<file path="src/hdl/spce_regs.svh">
// Register map, field positions, reset values and timing for the serial control slice.
// Included by the shifter and by every design file that decodes registers.
`ifndef SPCE_REGS_SVH
`define SPCE_REGS_SVH
`define SPCE_OFF_CTRL1 12'h000
`define SPCE_OFF_STAT 12'h004
`define SPCE_OFF_DATA 12'h008
`define SPCE_CTRL1_RESET 8'h00
`define SPCE_BIT_XIE 7
`define SPCE_BIT_EN 6
`define SPCE_BIT_TXIE 5
`define SPCE_BIT_ROLE 4
`define SPCE_BIT_TC 7
`define SPCE_BIT_MF 4
`define SPCE_BIT_TE 5
`define SPCE_DIV_LAST 3'h3
`define SPCE_BITS_LAST 3'h7
`endif

</file>
<file path="src/hdl/spce_pkg.sv">
// Types shared by the serial control slice.
// Assumes spce_regs.svh is on the include path.
package spce_pkg;
    typedef enum logic {SPCE_IDLE, SPCE_RUN} spce_phase_t;

    typedef struct packed {
        logic [2:0] sck_sy;
        logic [2:0] mosi_sy;
        logic [2:0] miso_sy;
        logic [2:0] ss_sy;
        logic sck_lvl;
        logic ss_low;
        spce_phase_t phase;
        logic [7:0] shreg;
        logic [2:0] cnt;
        logic [2:0] div;
        logic rbit;
        logic sck_out;
        logic done;
        logic [7:0] rxb;
    } spce_shift_t;

    typedef struct packed {
        logic [7:0] ctrl;
        logic tc;
        logic mf;
        logic te;
        logic [7:0] txbuf;
        logic txpend;
        logic [7:0] rxbuf;
        logic start;
        logic idle;
        logic irq;
        logic pready;
        logic pslverr;
        logic [31:0] prdata;
        logic sck_o;
        logic sck_oe_n;
        logic mosi_o;
        logic mosi_oe_n;
        logic miso_o;
        logic miso_oe_n;
    } spce_ctrl_t;
endpackage : spce_pkg

</file>
<file path="src/hdl/spce_shift.sv">
// Byte shifter for the serial link, mode 0 (clock idles low; slave samples on rise, master at the fall).
// Assumes pins arrive unsynchronised; link clock from a master is sampled here.
`timescale 1ns/1ps
`include "spce_regs.svh"
module spce_shift (
    input wire logic mclk,
    input wire logic rst_n,
    input wire logic enable,
    input wire logic master,
    input wire logic idle_force,
    input wire logic start,
    input wire logic [7:0] tx_byte,
    input wire logic sck_pin,
    input wire logic mosi_pin,
    input wire logic miso_pin,
    input wire logic ss_n_pin,
    output logic busy,
    output logic done,
    output logic [7:0] rx_byte,
    output logic sck_drv,
    output logic data_drv,
    output logic ss_low
);
    spce_pkg::spce_shift_t s_q, s_d;
    logic rise, fall, tick, ser_in, in_bit;

    ////////////////////////////////////////////////////////////////////////////
    always_comb begin
        s_d = s_q;
        s_d.done = 1'b0;
        s_d.sck_sy = {s_q.sck_sy[1:0], sck_pin};
        s_d.mosi_sy = {s_q.mosi_sy[1:0], mosi_pin};
        s_d.miso_sy = {s_q.miso_sy[1:0], miso_pin};
        s_d.ss_sy = {s_q.ss_sy[1:0], ss_n_pin};
        // Level accepted only once stages two and three agree
        if (s_q.sck_sy[1] == s_q.sck_sy[2]) begin
            s_d.sck_lvl = s_q.sck_sy[2];
        end
        if (s_q.ss_sy[1] == s_q.ss_sy[2]) begin
            s_d.ss_low = ~s_q.ss_sy[2];
        end
        ser_in = master ? s_q.miso_sy[2] : s_q.mosi_sy[2];
        // Master takes its bit at the fall: returned data lags its clock by pin and sync delay
        in_bit = master ? ser_in : s_q.rbit;
        tick = 1'b0;
        rise = 1'b0;
        fall = 1'b0;
        if (master) begin
            tick = (s_q.div == `SPCE_DIV_LAST);
            s_d.div = tick ? 3'h0 : s_q.div + 3'h1;
            rise = tick && !s_q.sck_out;
            fall = tick && s_q.sck_out;
        end else begin
            rise = s_d.sck_lvl && !s_q.sck_lvl && s_q.ss_low;
            fall = !s_d.sck_lvl && s_q.sck_lvl && s_q.ss_low;
        end
        if (start) begin
            s_d.shreg = tx_byte;
            s_d.cnt = 3'h0;
            s_d.div = 3'h0;
            s_d.sck_out = 1'b0;
            s_d.phase = spce_pkg::SPCE_RUN;
        end else if (s_q.phase == spce_pkg::SPCE_RUN) begin
            if (rise) begin
                s_d.rbit = ser_in;
                s_d.sck_out = master;
            end
            if (fall) begin
                s_d.sck_out = 1'b0;
                s_d.shreg = {s_q.shreg[6:0], in_bit};
                s_d.cnt = s_q.cnt + 3'h1;
                if (s_q.cnt == `SPCE_BITS_LAST) begin
                    s_d.rxb = {s_q.shreg[6:0], in_bit};
                    s_d.done = 1'b1;
                    s_d.phase = spce_pkg::SPCE_IDLE;
                end
            end
        end
        // Slave deselect drops a partial byte
        if (!master && !s_q.ss_low) begin
            s_d.cnt = 3'h0;
        end
        if (idle_force || !enable) begin // see R3
            s_d.phase = spce_pkg::SPCE_IDLE;
            s_d.cnt = 3'h0;
            s_d.sck_out = 1'b0;
            s_d.done = 1'b0;
        end
    end

    always_ff @(posedge mclk or negedge rst_n) begin
        if (!rst_n) begin
            s_q <= '0;
            // Select idles high; zeros here would read as a select after reset
            s_q.ss_sy <= '1;
        end else begin
            s_q <= s_d;
        end
    end

    assign busy = (s_q.phase == spce_pkg::SPCE_RUN);
    assign done = s_q.done;
    assign rx_byte = s_q.rxb;
    assign sck_drv = s_q.sck_out;
    assign data_drv = s_q.shreg[7];
    assign ss_low = s_q.ss_low;
endmodule : spce_shift

</file>
<file path="src/hdl/spce_ctrl.sv">
// Control slice of the serial interface: first control register, status,
// data, interrupt request and pin ownership, reached over APB.
// Assumes an APB master on mclk and raw pins from outside the clock domain.
//
// Function
// Interrupt enable passes transfer-complete and mode-fault
// Enable runs interface and takes port pins
// Clearing enable idles logic, resets status
// Transmit interrupt enable passes buffer-empty flag
// Role bit: zero slave, one master
// Any role change forces transfer logic idle
// One request output while enabled flag set
//
// The implementer's own choice: the APB interface to the registers.
`timescale 1ns/1ps
`include "spce_regs.svh"
module spce_ctrl (
    input wire logic mclk,
    input wire logic rst_n,
    input wire logic psel,
    input wire logic penable,
    input wire logic pwrite,
    input wire logic [11:0] paddr,
    input wire logic [31:0] pwdata,
    output logic pready,
    output logic [31:0] prdata,
    output logic pslverr,
    output logic irq,
    input wire logic sck_i,
    output logic sck_o,
    output logic sck_oe_n,
    input wire logic mosi_i,
    output logic mosi_o,
    output logic mosi_oe_n,
    input wire logic miso_i,
    output logic miso_o,
    output logic miso_oe_n,
    input wire logic ss_n_i
);
    spce_pkg::spce_ctrl_t r_q, r_d;
    logic busy, done, sck_drv, data_drv, ss_low;
    logic [7:0] rx_byte;
    logic acc, wr, rd, en, role, hit;

    spce_shift u_shift (
        .mclk(mclk),
        .rst_n(rst_n),
        .enable(r_q.ctrl[`SPCE_BIT_EN]),
        .master(r_q.ctrl[`SPCE_BIT_ROLE]),
        .idle_force(r_q.idle),
        .start(r_q.start),
        .tx_byte(r_q.txbuf),
        .sck_pin(sck_i),
        .mosi_pin(mosi_i),
        .miso_pin(miso_i),
        .ss_n_pin(ss_n_i),
        .busy(busy),
        .done(done),
        .rx_byte(rx_byte),
        .sck_drv(sck_drv),
        .data_drv(data_drv),
        .ss_low(ss_low)
    );

    ////////////////////////////////////////////////////////////////////////////
    always_comb begin
        r_d = r_q;
        en = r_q.ctrl[`SPCE_BIT_EN];
        role = r_q.ctrl[`SPCE_BIT_ROLE];
        // One wait state: answer registered on the first access cycle
        acc = psel && penable && r_q.pready;
        wr = acc && pwrite;
        rd = acc && !pwrite;
        hit = (paddr == `SPCE_OFF_CTRL1) || (paddr == `SPCE_OFF_STAT) ||
              (paddr == `SPCE_OFF_DATA);
        r_d.pready = psel && penable && !r_q.pready;
        r_d.pslverr = psel && penable && !r_q.pready && !hit;
        r_d.prdata = 32'h0000_0000;
        if (psel && penable && !r_q.pready && !pwrite) begin
            case (paddr)
                `SPCE_OFF_CTRL1: r_d.prdata = {24'h00_0000, r_q.ctrl};
                `SPCE_OFF_STAT: begin
                    r_d.prdata[`SPCE_BIT_TC] = r_q.tc;
                    r_d.prdata[`SPCE_BIT_MF] = r_q.mf;
                    r_d.prdata[`SPCE_BIT_TE] = r_q.te;
                end
                `SPCE_OFF_DATA: r_d.prdata = {24'h00_0000, r_q.rxbuf};
                default: r_d.prdata = 32'h0000_0000;
            endcase
        end
        r_d.idle = 1'b0;
        r_d.start = 1'b0;
        // Clears first, hardware sets afterwards so a coincident event wins
        if (rd && paddr == `SPCE_OFF_DATA) begin
            r_d.tc = 1'b0;
        end
        if (wr && paddr == `SPCE_OFF_STAT && pwdata[`SPCE_BIT_MF]) begin
            r_d.mf = 1'b0;
        end
        if (wr && paddr == `SPCE_OFF_DATA && en) begin
            r_d.txbuf = pwdata[7:0];
            r_d.txpend = 1'b1;
            r_d.te = 1'b0;
        end
        if (wr && paddr == `SPCE_OFF_CTRL1) begin
            r_d.ctrl = pwdata[7:0];
            if (pwdata[`SPCE_BIT_ROLE] != role) begin
                r_d.idle = 1'b1;
            end
        end
        if (en && r_q.txpend && !busy && !r_q.start && !r_q.idle) begin
            r_d.start = 1'b1;
            r_d.txpend = 1'b0;
            r_d.te = 1'b1;
        end
        if (done) begin
            r_d.tc = 1'b1;
            r_d.rxbuf = rx_byte;
        end
        // Master sees select pulled low by another master
        if (en && role && ss_low) begin
            r_d.mf = 1'b1;
        end
        if (!r_d.ctrl[`SPCE_BIT_EN]) begin
            r_d.tc = 1'b0;
            r_d.mf = 1'b0;
            r_d.te = 1'b1;
            r_d.txpend = 1'b0;
            r_d.start = 1'b0;
            r_d.idle = 1'b1;
        end
        r_d.irq = en && ((r_q.ctrl[`SPCE_BIT_XIE] && (r_q.tc || r_q.mf)) || // see R1
                  (r_q.ctrl[`SPCE_BIT_TXIE] && r_q.te));
        // Pins released while disabled; role picks the driven set
        r_d.sck_o = sck_drv;
        r_d.mosi_o = data_drv;
        r_d.miso_o = data_drv;
        r_d.sck_oe_n = !(en && role); // see R2
        r_d.mosi_oe_n = !(en && role);
        r_d.miso_oe_n = !(en && !role && ss_low);
    end

    always_ff @(posedge mclk or negedge rst_n) begin
        if (!rst_n) begin
            r_q <= '0;
            r_q.ctrl <= `SPCE_CTRL1_RESET;
            r_q.te <= 1'b1;
            r_q.sck_oe_n <= 1'b1;
            r_q.mosi_oe_n <= 1'b1;
            r_q.miso_oe_n <= 1'b1;
        end else begin
            r_q <= r_d;
        end
    end

    assign pready = r_q.pready;
    assign prdata = r_q.prdata;
    assign pslverr = r_q.pslverr;
    assign irq = r_q.irq;
    assign sck_o = r_q.sck_o;
    assign sck_oe_n = r_q.sck_oe_n;
    assign mosi_o = r_q.mosi_o;
    assign mosi_oe_n = r_q.mosi_oe_n;
    assign miso_o = r_q.miso_o;
    assign miso_oe_n = r_q.miso_oe_n;

    ////////////////////////////////////////////////////////////////////////////
    a_xfer_irq_on: assert property (@(posedge mclk) disable iff (!rst_n)
        (r_q.ctrl[`SPCE_BIT_EN] && r_q.ctrl[`SPCE_BIT_XIE] && (r_q.tc || r_q.mf)) |=> irq)
        else $error("flag with enable gave no request");
    a_irq_masked: assert property (@(posedge mclk) disable iff (!rst_n)
        (!r_q.ctrl[`SPCE_BIT_XIE] && !r_q.ctrl[`SPCE_BIT_TXIE]) |=> !irq)
        else $error("request with both enables clear");
    a_pins_taken: assert property (@(posedge mclk) disable iff (!rst_n)
        (r_q.ctrl[`SPCE_BIT_EN] && r_q.ctrl[`SPCE_BIT_ROLE]) |=> (!sck_oe_n && !mosi_oe_n))
        else $error("enabled master not driving pins");
    a_disable_clr: assert property (@(posedge mclk) disable iff (!rst_n)
        $fell(r_q.ctrl[`SPCE_BIT_EN]) |-> (!r_q.tc && !r_q.mf && r_q.te && r_q.idle)
            ##1 !busy)
        else $error("disable left status or transfer");
    a_tx_irq_on: assert property (@(posedge mclk) disable iff (!rst_n)
        (r_q.ctrl[`SPCE_BIT_EN] && r_q.ctrl[`SPCE_BIT_TXIE] && r_q.te) |=> irq)
        else $error("empty buffer gave no request");
    a_slave_pins: assert property (@(posedge mclk) disable iff (!rst_n)
        !r_q.ctrl[`SPCE_BIT_ROLE] |=> (sck_oe_n && mosi_oe_n))
        else $error("slave drives clock or master data");
    a_role_idle: assert property (@(posedge mclk) disable iff (!rst_n)
        $changed(r_q.ctrl[`SPCE_BIT_ROLE]) |-> r_q.idle ##1 !busy)
        else $error("role change did not idle transfer");
    a_irq_hold: assert property (@(posedge mclk) disable iff (!rst_n)
        (r_q.ctrl[`SPCE_BIT_EN] && r_q.ctrl[`SPCE_BIT_XIE] && r_q.mf)[*2] |-> irq)
        else $error("request dropped while flag held");
    // Masking, pin ownership and idle forcing, each path on its own
    a_xfer_masked: assert property (@(posedge mclk) disable iff (!rst_n)
        (!r_q.ctrl[`SPCE_BIT_XIE] && !r_q.te) |=> !irq)
        else $error("request with flag path masked");
    a_tx_masked: assert property (@(posedge mclk) disable iff (!rst_n)
        (!r_q.ctrl[`SPCE_BIT_TXIE] && !r_q.tc && !r_q.mf) |=> !irq)
        else $error("request with empty path masked");
    a_off_pins_free: assert property (@(posedge mclk) disable iff (!rst_n)
        !r_q.ctrl[`SPCE_BIT_EN] |=> (sck_oe_n && mosi_oe_n && miso_oe_n))
        else $error("disabled block drives a pin");
    a_off_quiet: assert property (@(posedge mclk) disable iff (!rst_n)
        !r_q.ctrl[`SPCE_BIT_EN] |=> !irq)
        else $error("request while disabled");
    a_off_idle: assert property (@(posedge mclk) disable iff (!rst_n)
        !r_q.ctrl[`SPCE_BIT_EN] |=> !busy)
        else $error("transfer runs while disabled");
    a_off_clk_low: assert property (@(posedge mclk) disable iff (!rst_n)
        (!r_q.ctrl[`SPCE_BIT_EN])[*2] |=> !sck_o)
        else $error("link clock high while disabled");
    a_start_gated: assert property (@(posedge mclk) disable iff (!rst_n)
        r_q.start |-> r_q.ctrl[`SPCE_BIT_EN])
        else $error("transfer started while disabled");
    a_master_miso_in: assert property (@(posedge mclk) disable iff (!rst_n)
        r_q.ctrl[`SPCE_BIT_ROLE] |=> miso_oe_n)
        else $error("master drives its data input");
    a_slave_miso_out: assert property (@(posedge mclk) disable iff (!rst_n)
        (r_q.ctrl[`SPCE_BIT_EN] && !r_q.ctrl[`SPCE_BIT_ROLE] && ss_low) |=> !miso_oe_n)
        else $error("selected slave not driving data");
    a_idle_stops: assert property (@(posedge mclk) disable iff (!rst_n)
        r_q.idle |=> !busy)
        else $error("idle pulse left transfer running");
endmodule : spce_ctrl

</file>
<file path="config.mk">
export PLATFORM = sky130hd
export DESIGN_NAME = spce_ctrl
export DESIGN_NICKNAME = d
export VERILOG_FILES = /design/src/hdl/spce_pkg.sv /design/src/hdl/spce_shift.sv /design/src/hdl/spce_ctrl.sv
export VERILOG_INCLUDE_DIRS = /design/src /design/src/hdl
export SDC_FILE = /design/constraint.sdc
export NUM_CORES = 1
export LEC_CHECK = 0
export BUFFER_PORTS_ARGS = -buffer_cell sky130_fd_sc_hd__buf_2
export CORE_MARGIN = 3
export CORE_UTILIZATION = 48
export DETAILED_ROUTE_END_ITERATION = 12
export PLACE_DENSITY_LB_ADDON = 0.3
export SYNTH_ARGS = -nofsm -noshare
export SYNTH_HDL_FRONTEND = slang
export SYNTH_HIERARCHICAL = 1
export SYNTH_SLANG_ARGS = --single-unit
export TNS_END_PERCENT = 1
</file>
<file path="constraint.sdc">
create_clock -name mclk -period 1.65 [get_ports mclk]
set_input_delay 0.33 -clock mclk [delete_from_list [all_inputs] [get_ports mclk]]
set_output_delay 0.33 -clock mclk [all_outputs]
set_load 0.05 [all_outputs]
</file>
==> metrics.cfg, run 1 <==
[run_status]
status = complete, but fails checks
violations = negative setup slack

[drt]
ant_nets = 0
wl_mm = 7.13
avgViaCountPerCell = 4.95
drcViolationCount = 0
vias = 2407
drtIter0Drc = 123
wire_per_inst_um = 14.7
firstDrtPassIters = 4

[layout]
final_area_um2 = 4550
final_cell_count_no_fill = 486
multiInputGateArea_um2 = 1460
seq_area_um2 = 2140
n_antenna_cell = 0
fin_nets = 438
area_growth_pct = 19.9
num-fill-cells = 597
layout-drive-gt1-share_pct = 38.8

[floorplanning]
rows = 31
coreArea_um2 = 7450
fp.dieH_um = 94.9
die_w_um = 94.9
dieArea_um2 = 9010
start_util_pct = 51.0
io_pins = 94

[setup_path]
worstSetupPathType = reg -> reg
r2r_setup_slack_ps = -110
start_kind = flop
r2r_cells = 7
critPathCaptureType = flop
critPathMaxFanout = 7
cp.arrival_ps = 1980
worstPathRequired_ps = 1880

[sta]
finalCritPeriodShare_pct = 106
fmax_ghz = 0.570
fin_ws_ps = -106
period_minus_slack_ps = 1760
rsz0062_at_grt = yes
hold_ws_ps = 85.0
fin_skew_ps = 7.72
maxSlewViolCount = 0
setup_viol = 31
hold_viol_final = 0

[clock_network]
cts.clk_slew.worst_paths_ps = 80
htree_levels = 3
clockRootBuffer = clkbuf_8
clockBufferDepth = 2
cts.sinks = 85
cts_tree = built
clk-insertion-delay-late_ps = 340
numCtsBuffers = 9

[global_routing]
grt_max_degree = 36
grt_use_total_pct = 16.6
grt_first_pass_wirelength_mm = 11.1
globalRouteOverflowTotal = 0
antenna_found_initial = 0
grt_pass1_vias = 2313

[synth]
synth_commonest_cells = dfrtp_1 (79), buf_4 (42), mux2_2 (31)
synthXorXnorAreaFrac_pct = 0.461
synth-simple-area-share_pct = 11.7
synth-main-ff-cell = dfrtp_1
synth_top_family_by_area = multiplexers
ys_ff_latch = 85
synthMuxAreaShare_pct = 14.2
synth_cell_type_count = 46
synth_compound_area_share_pct = 5.86
synth.avg_cell_area_um2 = 12.1
yosysTopAreaCell = dfrtp_1
synth_fa_ha_area_share_pct = 1.25
synthCells = 313
yosysSeqAreaShare_pct = 56.2
yosys_warnings = 6
synth_area_um2 = 3800
synthTopCellsByArea = dfrtp_1 (52%), mux2_2 (9.2%), buf_4 (8.3%)
yosysMostFrequentCell = dfrtp_1
synthArstFlopShare_pct = 100
synth_top_area_share_pct = 52.1
synth_enable_flop_cells = 0

[power_and_ir_drop]
p_per_area_nw_per_um2 = 905
leakage_nw = 2.33
peakVddDrop_uv = 466

[worst_hold_path]
min_path_cells = 1
hold_class = in -> reg

[placement]
post-place-ws_ps = -463
port_buffers = 45
placed_cell_area_um2 = 4170
dp_hpwl_mm = 5.03
place_congestion = 0.836
dpl.cell_count = 464

[job]
cap_viol_max_count = 0

[kinds of logic (layout without fill, tap and decap cells)]
| family | Yosys count | in the layout |
|---|---|---|
| and+or+nand+nor | 78 | 78 |
| adders and majority gates | 4 | 4 |
| xor gates and xnor gates | 2 | 2 |
| other | 1 | 24 |
| buffers and inverters | 57 | 108 |
| DFF | 85 | 85 |
| AOI/OAI and AO/OA | 36 | 36 |
| muxes | 50 | 50 |
[metal layers]
| metal | track usage (%) | vias up | part of all wire, % |
|---|---|---|---|
| met2 | 24.8 | 76 | 46 |
| met4 | 9.01 | 0 | 2.3 |
| li1 | - | 1152 | - |
| met3 | 2.71 | 15 | 4.5 |
| met5 | 0 | - | 0 |
| met1 | 23.1 | 1164 | 48 |
[sequential cells by signal, summed over array words and instances (netlist names)]
name,flops
sck_o,1
mosi_oe_n,1
u_shift/busy,1
irq,1
u_shift/ss_low,1
u_shift/data_drv,1
prdata,8
r_q,29
pslverr,1
en,1
u_shift/done,1
u_shift/s_q,19
pready,1
u_shift/rx_byte,8
miso_oe_n,1
u_shift/sck_drv,1
u_shift/s_d,8
miso_o,1
[cell usage in the layout (no fill, tap or decap), drive strengths merged, types with 2 or more instances in the layout]
cell type and n:
a31oi 3, ha 3, or2 2, mux2i 19, and4b 2, clkinv 3, nand4 2, nor3 6
o21ai 6, dfrtp 79, clkbuf 13, nor2 31, inv 9, mux2 31, nand2 12, dfstp 6
a21oi 20, nand3b 2, or4 5, buf 81, nand3 4, nor2b 6, conb 24, a32oi 2
[worst max-delay path: stages, from the launching register on]
cell,delay (ps)
dfrtp_1,400
ha_2,200
and4b_2,250
buf_4,160
a21oi_4,140
nor2_4,60
buf_12,140
mux2_4,290
[repair_timing]
item / CTS / global route
endpoints found under the hold margin: 27 / 0
pin swaps: 5 / 11
buffers inserted: 0 / 4
cloned: 0 / 1
resized for setup: 12 / 16
endpoints found under the setup margin: 29 / 38
hold buffers: 1 / 0
[layout make-up]
| type | count | share of cell area, % |
|---|---|---|
| Clock buffer | 12 | 2.97 |
| Clock inverter | 4 | 1.07 |
| Inverter | 9 | 0.742 |
| Multi-Input combinational cell | 194 | 32.2 |
| Sequential cell | 85 | 46.9 |
| Tap cell | 99 | 2.72 |
| Timing Repair Buffer | 83 | 13.4 |
[through the flow]
step | setup TNS, ps | utilization (%) | total power [mW]
floorplan | -4440 | - | 2.62
global placement | -8260 | 56.0 | 2.75
detailed placement | -8660 | 56.0 | 2.76
CTS | -420 | 59.3 | 4.15
global route | -2950 | 61.1 | 4.32
finish | -1480 | 61.1 | 4.12
[power breakdown]
part	switching, mW	total (mW)	internal (mW)
clock network	0.683	1.38	0.699
logic	0.306	0.474	0.167
registers	0.0754	2.26	2.19
[worst paths after layout]
check / endpoint / startpoint
min in group asynchronous: u_shift/s_d[39]$_DFF_PN0_ / rst_n
max: u_shift/rx_byte[2]$_DFFE_PN0P_ / u_shift/s_q[12]$_DFFE_PN0P_
max in group asynchronous: r_q[46]$_DFFE_PN0P_ / rst_n
min reg2reg: u_shift/s_d[36]$_DFF_PN0_ / u_shift/s_d[35]$_DFF_PN0_
max reg2reg: u_shift/rx_byte[2]$_DFFE_PN0P_ / u_shift/s_q[12]$_DFFE_PN0P_
min: u_shift/s_d[38]$_DFF_PN0_ / sck_i
Power figures use the tool's default switching activity.
==> inputs of run 2 (changes only) <==
--- a/config.mk
+++ b/config.mk
@@ -8,7 +8,8 @@
 export LEC_CHECK = 0
 export BUFFER_PORTS_ARGS = -buffer_cell sky130_fd_sc_hd__buf_2
 export CORE_MARGIN = 3
-export CORE_UTILIZATION = 48
+export CORE_UTILIZATION = 50
+export CTS_BUF_LIST = sky130_fd_sc_hd__clkbuf_2 sky130_fd_sc_hd__clkbuf_4 sky130_fd_sc_hd__clkbuf_8
 export DETAILED_ROUTE_END_ITERATION = 12
 export PLACE_DENSITY_LB_ADDON = 0.3
 export SYNTH_ARGS = -nofsm -noshare
==> run 2 against run 1 <==
Net effect: the run still ends with negative setup slack left; global-route usage is 0.28 points higher; largest power group unchanged; sequential power hardly changed; highest routed layer unchanged; clock power is 6% higher; critical endpoint is now u_shift/data_drv$_DFFE_PN0P_; die area is 3.7% lower; hold slack worse by 7.5 ps.
==> metrics.cfg, run 2 (same netlist as run 1, synthesis figures left out) <==
[clock_network]
clk-insertion-delay-late_ps = 350  ; about the same
cts_tree = built
clockRootBuffer = clkbuf_8
cts.clk_slew.worst_paths_ps = 80  ; about the same
htree_levels = 3  ; unchanged
clockBufferDepth = 2  ; unchanged
cts.sinks = 85  ; unchanged
numCtsBuffers = 9  ; unchanged

[setup_path]
cp.arrival_ps = 1930  ; -50 ps
r2r_setup_slack_ps = -70  ; +40 ps
worstPathRequired_ps = 1860  ; -20 ps
critPathMaxFanout = 5  ; -2
start_kind = flop
worstSetupPathType = reg -> reg
critPathCaptureType = flop

[layout]
layout-drive-gt1-share_pct = 38.7  ; about the same
top_register = r_q
num-fill-cells = 604  ; +1.2%
final_area_um2 = 4490  ; -1.3%
layout_commonest_cell = dfrtp_1
n_antenna_cell = 0  ; unchanged
fin_nets = 433  ; -1.1%
final_cell_mix = dfrtp_1 (78), buf_2 (43), nor2_1 (30), buf_4 (28), conb_1 (24)
utilization_pct = 61.6  ; +0.46 points
largest_register_ffs = 29  ; unchanged
area_growth_pct = 18.3
reg.largest.list = r_q: 29 flops, u_shift/s_q: 19 flops

[drt]
vias = 2425  ; +0.75%
wl_mm = 7.12  ; -0.20%
avgViaCountPerCell = 5.04  ; +1.8%
drcViolationCount = 0  ; unchanged
wire_per_inst_um = 14.8  ; +0.84%
firstDrtPassIters = 4  ; unchanged
ant_nets = 0  ; unchanged
drtIter0Drc = 124  ; +0.81%

[placement]
placed_cell_area_um2 = 4160  ; -0.36%
port_buffers = 45  ; unchanged
post-place-ws_ps = -520  ; -57.8 ps
place_congestion = 0.845  ; +1.1%
dp_hpwl_mm = 5.01  ; -0.50%

[floorplanning]
coreArea_um2 = 7290  ; -2.1%
start_util_pct = 52.1  ; +1.1 points
fp.dieH_um = 93.2  ; -1.9%
dieArea_um2 = 8680  ; -3.7%
die_w_um = 93.2  ; -1.9%
rows = 31  ; unchanged
io_pins = 94  ; unchanged

[sta]
hold_ws_ps = 77.5  ; -7.51 ps
hold_viol_final = 0  ; unchanged
rsz0062_at_grt = yes
fin_skew_ps = 10.7  ; +3.00 ps
fin_ws_ps = -70.0  ; +35.8 ps
finalCritPeriodShare_pct = 104  ; -2.2 points
maxSlewViolCount = 0  ; unchanged
fmax_ghz = 0.581  ; +2.1%
period_minus_slack_ps = 1720  ; -35.8 ps
setup_viol = 17  ; -45%

[global_routing]
antenna_found_initial = 0  ; unchanged
grt_pass1_vias = 2260  ; -2.3%
grt_use_total_pct = 16.8  ; +0.28 points
globalRouteOverflowTotal = 0  ; unchanged
grt_max_degree = 52  ; +44%
grt_first_pass_wirelength_mm = 11.2  ; +0.75%

[power_and_ir_drop]
p_per_area_nw_per_um2 = 935  ; +3.3%
peakVddDrop_uv = 500  ; +7.2%
leakage_nw = 2.29  ; -1.8%

[run_status]
status = complete, but fails checks
violations = negative setup slack

[worst_hold_path]
hold_class = in -> reg

[job]
cap_viol_max_count = 0  ; unchanged

[run 2: changes by cell type in the layout (fill, tap and decap cells not counted), sizes merged]
cell	change
buf	-5
clkinv	-1
clkinvlp	+1
[run 2: final timing paths]
check                                          endpoint                        start  cells after the start
setup / recovery           u_shift/data_drv$_DFFE_PN0P_  u_shift/s_q[12]$_DFFE_PN0P_                      6
hold / removal                u_shift/s_d[29]$_DFF_PN1_                       ss_n_i                      1
setup reg to reg           u_shift/data_drv$_DFFE_PN0P_  u_shift/s_q[12]$_DFFE_PN0P_                      6
hold reg to reg               u_shift/s_q[33]$_DFF_PN0_    u_shift/s_d[33]$_DFF_PN0_                      0
max in group asynchronous     u_shift/s_d[30]$_DFF_PN1_                        rst_n                      3
min in group asynchronous              pready$_DFF_PN0_                        rst_n                      2
[run 2: final cells by class]
cell class | instances | area, um^2 | area share (%)
Clock buffer | 12 | 153 | 3.40
Tap cell | 99 | 124 | 2.76
Inverter | 9 | 33.8 | 0.752
Clock inverter | 4 | 47.5 | 1.06
Multi-Input combinational cell | 194 | 1450 | 32.2
Sequential cell | 85 | 2140 | 47.6
Timing Repair Buffer | 78 | 552 | 12.3
[run 2: per-layer routing]
| layer | part of all wire, % | up-vias | track usage [%] |
|---|---|---|---|
| met2 | 46 | 67 | 24.9 |
| li1 | - | 1148 | - |
| met4 | 1.6 | 0 | 8.67 |
| met5 | 0 | - | 0 |
| met3 | 5.8 | 11 | 3.70 |
| met1 | 46 | 1199 | 23.4 |
[run 2: critical path: stages, from the launching register on]
cell	delay, ps
dfrtp_1	400
ha_2	190
and4b_2	260
a32oi_4	280
clkbuf_16	210
mux2i_1	170
a21oi_1	80
[run 2: power breakdown]
| part | switching (mW) | total [mW] | internal (mW) |
|---|---|---|---|
| sequential | 0.0762 | 2.26 | 2.19 |
| combinational | 0.302 | 0.471 | 0.169 |
| clock | 0.694 | 1.46 | 0.770 |
| total | 1.07 | 4.20 | 3.13 |
[run 2: metrics by stage]
stage          cells  total power, mW  TNS [ps]
6_report         481             4.20      -575
5_1_grt          481             4.38     -2310
4_1_cts          479             4.21      -487
3_5_place_dp     462             2.75     -9070
3_3_place_gp     462             2.74     -8550
2_1_floorplan    336             2.62     -4440
[run 2: what timing repair did]
item / in CTS / in global routing
buffers inserted: 0 / 1
hold endpoints to repair: 14 / 0
pin swaps: 2 / 5
endpoints found under the setup margin: 29 / 38
gates cloned: 0 / 1
hold buffers: 1 / 0
gates resized for setup: 9 / 13
